==> config.mk <==
export PLATFORM = sky130hd
export DESIGN_NAME = vic_controller
export DESIGN_NICKNAME = d
export VERILOG_FILES = /design/src/rtl/vic_controller.v
export VERILOG_INCLUDE_DIRS = /design/src /design/src/inc
export SDC_FILE = /design/constraint.sdc
export NUM_CORES = 1
export LEC_CHECK = 0
export ABC_AREA = 1
export BUFFER_PORTS_ARGS = -buffer_cell sky130_fd_sc_hd__buf_2
export CORE_AREA = 2 2 171 173
export DETAILED_ROUTE_END_ITERATION = 8
export DIE_AREA = 0 0 173 175
export GPL_ROUTABILITY_DRIVEN = 0
export SYNTH_ARGS = -nofsm -noshare
export SYNTH_HDL_FRONTEND = slang
export SYNTH_SLANG_ARGS = --single-unit
==> constraint.sdc <==
create_clock -name sys_clk -period 6.2 [get_ports sys_clk]
set_input_delay 0.93 -clock sys_clk [delete_from_list [all_inputs] [get_ports sys_clk]]
set_output_delay 0.93 -clock sys_clk [all_outputs]
set_load 0.1 [all_outputs]
==> src/inc/vic_regs.vh <==
/*
 * register offsets, field positions, reset values and vector numbers
 * of the vectored interrupt controller.
 * assumes: included by the design file by its bare name.
 */
`ifndef VIC_REGS_VH
`define VIC_REGS_VH

// ----------------------------------------------------------------
// register offsets (apb byte address = 4 * index)
// ----------------------------------------------------------------
`define VIC_IDX_REQ_LOW     12'h0fc0
`define VIC_IDX_REQ_PIN     12'h0fc3
`define VIC_IDX_ENABLE      12'h0f00
`define VIC_IDX_PRIO_HI     12'h0f01
`define VIC_IDX_PRIO_LO     12'h0f02
`define VIC_IDX_EDGE_SEL    12'h0f03
`define VIC_IDX_CTRL        12'h0f04
`define VIC_IDX_VECTOR      12'h0f05
`define VIC_IDX_STATUS      12'h0f06
`define VIC_IDX_MASK        12'h0f07

// ----------------------------------------------------------------
// request low fields
// ----------------------------------------------------------------
`define VIC_RQL_TIMER_ONE   6
`define VIC_RQL_TIMER_ZERO  5
`define VIC_RQL_SER_RX      4
`define VIC_RQL_SER_TX      3
`define VIC_RQL_CONVERTER   0
`define VIC_RQL_USED_MASK   8'h79

// ----------------------------------------------------------------
// source numbering, highest fixed position first
// ----------------------------------------------------------------
`define VIC_NUM_SRC         20
`define VIC_NUM_PIN         12
`define VIC_NUM_SEL_EDGE    8
`define VIC_VEC_WATCHDOG    5'h14
`define VIC_VEC_NONE        5'h1f
`define VIC_RESET_BYTE      8'h00

// ----------------------------------------------------------------
// control and status bits
// ----------------------------------------------------------------
`define VIC_CTRL_GLOBAL_EN  0
`define VIC_CTRL_WDT_IRQ    1
`define VIC_ST_ACK          0
`define VIC_ST_WATCHDOG     1
`define VIC_ST_OSC_FAIL     2

`endif

==> src/rtl/vic_controller.v <==
/*
 * vectored, prioritised interrupt controller with an apb register slave.
 * assumes: one clock sys_clk at 50 MHz, peripheral requests are
 * one-cycle pulses, pin inputs are synchronous to sys_clk, the core
 * fetches vector entries itself (upper byte even, lower byte odd).
 */
//
// Overview of operation
// [RQ1] arbitrate pending pin and peripheral requests, forward in priority order
// [RQ2] twenty distinct vectors, each selecting its own service routine
// [RQ3] twelve pin sources, eight peripheral sources, some slots shared
// [RQ4] eight pins selectable rising or falling edge, four trigger on both edges
// [RQ5] each source gets one of three priority levels honoured by arbitration
// [RQ6] watchdog time-out is a source when configured for interrupt
// [RQ7] vector entry: upper byte at even address, lower at next odd
// [RQ8] with polling, only record requests; never disturb the core
// [RQ9] watchdog and oscillator-fail traps bypass enable, priority, request
// [RQ10] a presented request sets its request bit until cleared
// [RQ11] globally enabled: latched pending request passed to the core
// [RQ12] globally disabled: software reads request register to find pending
// [RQ13] request bit 6 timer one, bit 5 timer zero
// [RQ14] request bit 4 serial receiver, bit 3 serial transmitter
// [RQ15] request bit 0 converter, absent when built without converter; code only drops the request, bit 0 stays software-settable
// [RQ16] some pin sources absent on small package builds
// [RQ17] equal priority: higher fixed vector position wins
// [RQ18] requests reset to zero; reserved bits 7, 2, 1 read zero
//
`timescale 1ns/1ns
`default_nettype none
`include "vic_regs.vh"

module vic_controller
#(
  parameter HAS_CONVERTER = 1,
  parameter [11:0] PIN_PRESENT = 12'hfff,
  parameter [15:0] VECTOR_BASE = 16'h0002
)
(
  // clock and reset
  input  wire        sys_clk,
  input  wire        arst_n,
  // apb slave
  input  wire        psel,
  input  wire        penable,
  input  wire        pwrite,
  input  wire [15:0] paddr,
  input  wire [31:0] pwdata,
  output wire        pready,
  output reg  [31:0] prdata,
  output wire        pslverr,
  // sources
  input  wire        timer_one_request,
  input  wire        timer_zero_request,
  input  wire        serial_receive_request,
  input  wire        serial_transmit_request,
  input  wire        converter_request,
  input  wire [2:0]  periph_other_request,
  input  wire [11:0] pin_in,
  input  wire        watchdog_timeout,
  input  wire        osc_fail,
  // core side
  output wire        core_irq,
  output reg  [4:0]  core_vector,
  output reg  [15:0] core_vector_addr,
  input  wire        core_ack,
  output wire        irq
);

  // ----------------------------------------------------------------
  // apb decode
  // ----------------------------------------------------------------
  wire [13:0] word = paddr[15:2];
  wire        wr   = psel && penable && pwrite;
  wire        rd_ok;
  // zero wait: every register answers in the access cycle
  assign pready  = 1'b1;
  assign pslverr = psel && penable && !rd_ok;
  wire hit_rql  = word == `VIC_IDX_REQ_LOW;
  wire hit_rqp  = word == `VIC_IDX_REQ_PIN;
  wire hit_en   = word == `VIC_IDX_ENABLE;
  wire hit_phi  = word == `VIC_IDX_PRIO_HI;
  wire hit_plo  = word == `VIC_IDX_PRIO_LO;
  wire hit_edg  = word == `VIC_IDX_EDGE_SEL;
  wire hit_ctl  = word == `VIC_IDX_CTRL;
  wire hit_vec  = word == `VIC_IDX_VECTOR;
  wire hit_st   = word == `VIC_IDX_STATUS;
  wire hit_msk  = word == `VIC_IDX_MASK;
  assign rd_ok = hit_rql | hit_rqp | hit_en | hit_phi | hit_plo | hit_edg
               | hit_ctl | hit_vec | hit_st | hit_msk;

  // ----------------------------------------------------------------
  // configuration registers
  // ----------------------------------------------------------------
  reg [19:0] enable;
  reg [19:0] prio_hi;
  reg [19:0] prio_lo;
  reg [7:0]  edge_sel;
  reg [1:0]  ctrl;
  reg [2:0]  status;
  reg [2:0]  mask;
  reg [19:0] pend;
  reg [11:0] pin_q;
  reg        wdt_pend;
  reg        osc_pend;

  always @(posedge sys_clk or negedge arst_n)
  begin
    if (!arst_n)
    begin
      enable   <= 20'h0_0000;
      prio_hi  <= 20'h0_0000;
      prio_lo  <= 20'h0_0000;
      edge_sel <= `VIC_RESET_BYTE;
      ctrl     <= 2'h0;
      mask     <= 3'h0;
    end
    else if (wr)
    begin
      case (word)
        `VIC_IDX_ENABLE:
          enable   <= pwdata[19:0];
        `VIC_IDX_PRIO_HI:
          prio_hi  <= pwdata[19:0];
        `VIC_IDX_PRIO_LO:
          prio_lo  <= pwdata[19:0];
        `VIC_IDX_EDGE_SEL:
          edge_sel <= pwdata[7:0];
        `VIC_IDX_CTRL:
          ctrl     <= pwdata[1:0];
        `VIC_IDX_MASK:
          mask     <= pwdata[2:0];
        default:
          ;
      endcase
    end
  end

  // ----------------------------------------------------------------
  // source edge detection and request latching
  // ----------------------------------------------------------------
  // sources 19..0: [19] timer one .. order below is the fixed vector order
  wire [11:0] pin_rise = pin_in & ~pin_q;
  wire [11:0] pin_fall = ~pin_in & pin_q;
  wire [11:0] pin_evt;
  genvar g;
  generate
    for (g = 0; g < `VIC_NUM_PIN; g = g + 1)
    begin : g_pin
      if (g < `VIC_NUM_SEL_EDGE)
      begin : g_sel
        assign pin_evt[g] = PIN_PRESENT[g] &
          (edge_sel[g] ? pin_fall[g] : pin_rise[g]); // RQ4 RQ16
      end
      else
      begin : g_both
        assign pin_evt[g] = PIN_PRESENT[g] & (pin_rise[g] | pin_fall[g]); // RQ4
      end
    end
  endgenerate

  wire conv_evt = (HAS_CONVERTER != 0) & converter_request; // RQ15
  wire [19:0] src_evt = {timer_one_request, timer_zero_request,
                         serial_receive_request, serial_transmit_request,
                         periph_other_request, conv_evt, pin_evt}; // RQ3

  // fields of the low request register map onto the source vector
  wire [7:0] req_low = {1'b0, pend[19], pend[18], pend[17], pend[16],
                        2'b00, pend[12]}; // RQ13 RQ14 RQ15 RQ18

  // software clear (write zero) and set (write one) per source, except sources 15..13, which have no register bit, and pins absent from PIN_PRESENT
  reg [19:0] sw_wr_en;
  reg [19:0] sw_wr_val;
  always @*
  begin
    sw_wr_en  = 20'h0_0000;
    sw_wr_val = 20'h0_0000;
    if (wr && hit_rql)
    begin
      sw_wr_en[19:16] = 4'hf;
      sw_wr_en[12]    = 1'b1;
      sw_wr_val[19]   = pwdata[`VIC_RQL_TIMER_ONE];
      sw_wr_val[18]   = pwdata[`VIC_RQL_TIMER_ZERO];
      sw_wr_val[17]   = pwdata[`VIC_RQL_SER_RX];
      sw_wr_val[16]   = pwdata[`VIC_RQL_SER_TX];
      sw_wr_val[12]   = pwdata[`VIC_RQL_CONVERTER];
    end
    else if (wr && hit_rqp)
    begin
      sw_wr_en[11:0]  = PIN_PRESENT;
      sw_wr_val[11:0] = pwdata[11:0];
    end
  end

  // ----------------------------------------------------------------
  // arbitration
  // ----------------------------------------------------------------
  wire [19:0] active = pend & enable;
  wire [19:0] lvl3;
  wire [19:0] lvl2;
  wire [19:0] lvl1;
  generate
    for (g = 0; g < `VIC_NUM_SRC; g = g + 1)
    begin : g_lvl
      // hi and lo set: level 3, hi only: level 2, else level 1
      assign lvl3[g] = active[g] & prio_hi[g] & prio_lo[g];
      assign lvl2[g] = active[g] & prio_hi[g] & ~prio_lo[g];
      assign lvl1[g] = active[g] & ~prio_hi[g];
    end
  endgenerate
  // fixed order: a source kept busy at a high level starves lower ones
  wire [19:0] chosen_set = (|lvl3) ? lvl3 : (|lvl2) ? lvl2 : lvl1; // RQ5

  reg [4:0] win;
  integer i;
  always @*
  begin
    win = `VIC_VEC_NONE;
    for (i = 0; i < `VIC_NUM_SRC; i = i + 1)
      if (chosen_set[i])
        win = i[4:0]; // RQ17 RQ1
  end

  wire global_en = ctrl[`VIC_CTRL_GLOBAL_EN];
  wire wdt_live  = wdt_pend | osc_pend;
  reg  busy;
  // with global enable off no request reaches the core
  wire offer = global_en && !busy && (wdt_live || (|active)); // RQ8 RQ11
  wire [4:0] next_vec = wdt_live ? `VIC_VEC_WATCHDOG : win; // RQ9 RQ2
  wire ack_evt     = busy && core_ack;
  wire wdt_irq_evt = watchdog_timeout && ctrl[`VIC_CTRL_WDT_IRQ]; // RQ6
  wire trap_done   = ack_evt && (core_vector == `VIC_VEC_WATCHDOG);

  // ----------------------------------------------------------------
  // request latches, one per source
  // ----------------------------------------------------------------
  // a source firing in the cycle of a clear or an ack keeps its bit
  generate
    for (g = 0; g < `VIC_NUM_SRC; g = g + 1)
    begin : g_req
      localparam [4:0] SRC_IDX = g;
      wire served = ack_evt && (core_vector == SRC_IDX);
      always @(posedge sys_clk or negedge arst_n)
      begin
        if (!arst_n)
          pend[g] <= 1'b0; // RQ18
        else if (src_evt[g])
          pend[g] <= 1'b1; // RQ10
        else if (sw_wr_en[g])
          pend[g] <= sw_wr_val[g];
        else if (served)
          pend[g] <= 1'b0;
      end
    end
  endgenerate

  // ----------------------------------------------------------------
  // traps
  // ----------------------------------------------------------------
  // traps bypass enable, priority and request registers
  always @(posedge sys_clk or negedge arst_n)
  begin
    if (!arst_n)
    begin
      wdt_pend <= 1'b0;
      osc_pend <= 1'b0;
    end
    else
    begin
      if (wdt_irq_evt)
        wdt_pend <= 1'b1; // RQ6 RQ9
      else if (trap_done)
        wdt_pend <= 1'b0;
      if (osc_fail)
        osc_pend <= 1'b1; // RQ9
      else if (trap_done)
        osc_pend <= 1'b0;
    end
  end

  // ----------------------------------------------------------------
  // core offer
  // ----------------------------------------------------------------
  // one offer at a time; a newer request waits for the ack
  always @(posedge sys_clk or negedge arst_n)
  begin
    if (!arst_n)
    begin
      busy             <= 1'b0;
      core_vector      <= `VIC_VEC_NONE;
      core_vector_addr <= 16'h0000;
    end
    else if (offer)
    begin
      busy             <= 1'b1;
      core_vector      <= next_vec;
      core_vector_addr <= VECTOR_BASE + {10'h000, next_vec, 1'b0}; // RQ7
    end
    else if (ack_evt)
      busy <= 1'b0;
  end

  assign core_irq = busy; // RQ11

  // pin_q resets low: a pin high at release shows one rising edge
  always @(posedge sys_clk or negedge arst_n)
  begin
    if (!arst_n)
      pin_q <= 12'h000;
    else
      pin_q <= pin_in;
  end

  // ----------------------------------------------------------------
  // status and interrupt output
  // ----------------------------------------------------------------
  wire [2:0] st_evt;
  wire [2:0] st_clr = (wr && hit_st) ? pwdata[2:0] : 3'h0;
  assign st_evt[`VIC_ST_ACK]      = ack_evt;
  assign st_evt[`VIC_ST_WATCHDOG] = wdt_irq_evt;
  assign st_evt[`VIC_ST_OSC_FAIL] = osc_fail;

  // an event in the cycle of a one-write still sets its bit
  always @(posedge sys_clk or negedge arst_n)
  begin
    if (!arst_n)
      status <= 3'h0;
    else
      status <= (status & ~st_clr) | st_evt;
  end

  // level output, stays high until software clears or masks
  assign irq = |(status & mask);

  // ----------------------------------------------------------------
  // read mux
  // ----------------------------------------------------------------
  // unmapped words read zero; pslverr flags them
  always @*
  begin
    prdata = 32'h0000_0000;
    case (word)
      `VIC_IDX_REQ_LOW:
        prdata = {24'h00_0000, req_low}; // RQ12 RQ18
      `VIC_IDX_REQ_PIN:
        prdata = {20'h0_0000, pend[11:0]};
      `VIC_IDX_ENABLE:
        prdata = {12'h000, enable};
      `VIC_IDX_PRIO_HI:
        prdata = {12'h000, prio_hi};
      `VIC_IDX_PRIO_LO:
        prdata = {12'h000, prio_lo};
      `VIC_IDX_EDGE_SEL:
        prdata = {24'h00_0000, edge_sel};
      `VIC_IDX_CTRL:
        prdata = {30'h0000_0000, ctrl};
      // vector overlays the low address bits; software masks what it needs
      `VIC_IDX_VECTOR:
        prdata = {15'h0000, busy, core_vector_addr} | {27'h000_0000, core_vector};
      `VIC_IDX_STATUS:
        prdata = {29'h0000_0000, status};
      `VIC_IDX_MASK:
        prdata = {29'h0000_0000, mask};
      default:
        prdata = 32'h0000_0000;
    endcase
  end

endmodule // vic_controller

`default_nettype wire

==> out/summary.txt <==
Status: finished clean
Total number of vias: 6,708
Vias in the first global route: 6,381
CP max FO: 6
Max Clk Rate: 218 MHz
Die height: 175 um
Total wire length: 23,100 um
Most frequent cell after synthesis: nand2_1
Area grow syn2layout: 20.6%
Global route overflow: 0
Max-cap viol count: 0
Row cnt: 62
Seq/Total Area, Yosys: 43.6%
Syn avg cell area: 7.55 sq um
ANT cells: 0
Prevailing post-synth register cell: dfrtp_1
Routed len/inst: 16.2 um
Clock-pin slew on the worst setup and hold paths: 0.06 ns
Hold_sp: osc_pend$_DFFE_PN0P_
Final TNS setup: 0 ns
FF-to-FF setup slack: 2.45 ns
CP Capture Type: output pin
Antenna viol nets, final: 0
Clock Sinks: 122
Max H-tree Level: 4
Hold Crit Class: reg -> reg
Die Footprint: 30,300 sq um
Num CTS Buffers: 17
Root Buffer: clkbuf_16
Detailed Routing Iterations Pass 1: 7
Top cells by count, synth: nand2_1 (253), o21ai_0 (123), dfrtp_1 (117), inv_1 (98), nor2_1 (71)
DR DRC count: 0
Netlist cell types: 43
Peak VDD IR: 0.189 mV
Global-route wire length before repair: 36,100 um
Leak: 4.05 nW
IO Port Bufs: 95
Gr usage total: 15.4%
Final worst path period share: 73.9%
# nets final: 1,105
Initial DRC count: 629
Place WS: 1.68 ns
Antenna violations before repair: 0
CTS resizes: 0
Critical path startpoint category: input pin
FFs w/ async S/R, synth: 100%
Post-synthesis cell count: 929
Initial Util: 24.7%
Hold_buf cts: 0
R2R Path Start: pend[12]$_DFFE_PN0P_
Leading area contributor after synthesis: dfrtp_1
Core Box Area: 28,400 sq um
Worst Setup Path Type: in -> out
Worst-Margin Slew: 0.961 ns
CTS max path bufs: 2
Count of state elements after synthesis: 122
Number of synthesis warnings: 0
Detail Placement HPWL: 17,600 um
Largest net degree at the start of global routing: 74
CTS tree: built
Unrepaired setup endpoints after global routing: no
Slew headroom: 35.7%
Via/cell ratio: 4.71
Worst Path Required: 5.27 ns
Synth Cell Area: 7010 sq um
Post-CTS setup buffers: 0
Top cells by area, synth: dfrtp_1 (42%), nand2_1 (14%), o21ai_0 (8.8%)
Die width: 173 um
Hold slack: 0.499 ns
Final Setup Violations: 0
Pwr Density: 234 nW/um^2
Final hold violations: 0
Worst EP arrival: 3.65 ns
Clk_lat worst skew: 0.43 ns
Critical Path Start: paddr[15]
Minimum clock period: 4.58 ns
Max Slew Vio Count: 0
Clk_skew: 0.00978 ns
Post-synth EDFFs: 0
Yosys top cell area share: 41.8%
Setup ws final: 1.62 ns
Top Ports: 133
Layout cells sized above 1: 19.1%
==> state kept, by name, indices dropped and copies added, names as in the netlist, 5 cells and up <==
register and flops:
edge_sel 8, prio_lo 20, pin_q 12, enable 20, core_vector 5, prio_hi 20, core_vector_addr 6, pend 20
==> metal layers <==
metal	global-route usage (%)	up-vias	part of all wire [%]	routed length, um
met5	0	-	0	0
met4	5.93	0	2.6	605
met3	3.05	48	6.9	1580
met2	24.8	253	46	10700
met1	20.5	3157	44	10200
li1	-	3250	-	-
==> cell type report <==
type	count	area (sq um)
fill	3102	19900
clock buffer	17	425
sequential	122	3060
inverter	115	434
clock inverter	15	190
multi-input combinational	667	3310
tap	384	480
timing repair buffer	105	553
==> report_power, final <==
group          switching [mW]  total [mW]  internal, mW
clock                   0.403        1.04         0.639
combinational           0.109       0.132        0.0228
sequential            0.00216       0.804         0.802
==> stage by stage <==
| step | cell area, sq um | power (mW) | utilization [%] | instances |
|---|---|---|---|---|
| 2_1_floorplan | 7090 | 0.914 | - | 950 |
| 3_3_place_gp | 7840 | 0.950 | 27.6 | 1393 |
| 3_5_place_dp | 7840 | 0.951 | 27.6 | 1393 |
| 4_1_cts | 8450 | 1.99 | 29.8 | 1425 |
| 5_1_grt | 8450 | 2.04 | 29.8 | 1425 |
| 6_report | 8450 | 1.98 | 29.8 | 1425 |
==> worst paths after layout <==
path                                                        end  depth (start not counted)
worst max-delay path                                  prdata[3]                          9
worst min-delay path                       osc_pend$_DFFE_PN0P_                          2
worst max register to register  core_vector_addr[5]$_DFFE_PN0P_                         34
worst min register to register             osc_pend$_DFFE_PN0P_                          2
max in group asynchronous               prio_lo[15]$_DFFE_PN0P_                          2
min in group asynchronous                    pin_q[1]$_DFF_PN0_                          1
==> kinds of logic after synthesis <==
kind of cell    synth area share, %
buf+inv                        10.3
simple gates                   26.9
compound gates                 18.4
flops                          43.6
xor+xnor                      0.500
other cells                   0.107
fa+ha+maj                     0.178
==> critical path, stage by stage <==
cell and delay [ns]:
buf_2 0.10, nor4_1 0.54, inv_1 0.16, nor3_1 0.36, inv_1 0.13, nor2_1 0.59
a22oi_1 0.15, o2111ai_1 0.20, buf_2 0.49
==> layout by cell type (no fill, tap or decap), types with 15 or more instances in the layout <==
| cell | count |
|---|---|
| buf_2 | 94 |
| a21oi_1 | 16 |
| conb_1 | 23 |
| a22oi_1 | 15 |
| clkbuf_16 | 17 |
| o21ai_0 | 123 |
| nor2_1 | 71 |
| dfrtp_1 | 117 |
| nand3_1 | 35 |
| nand2_1 | 253 |
| inv_2 | 16 |
| nand4_1 | 24 |
| inv_1 | 98 |
Note: power is estimated with default switching activity, not from simulation.
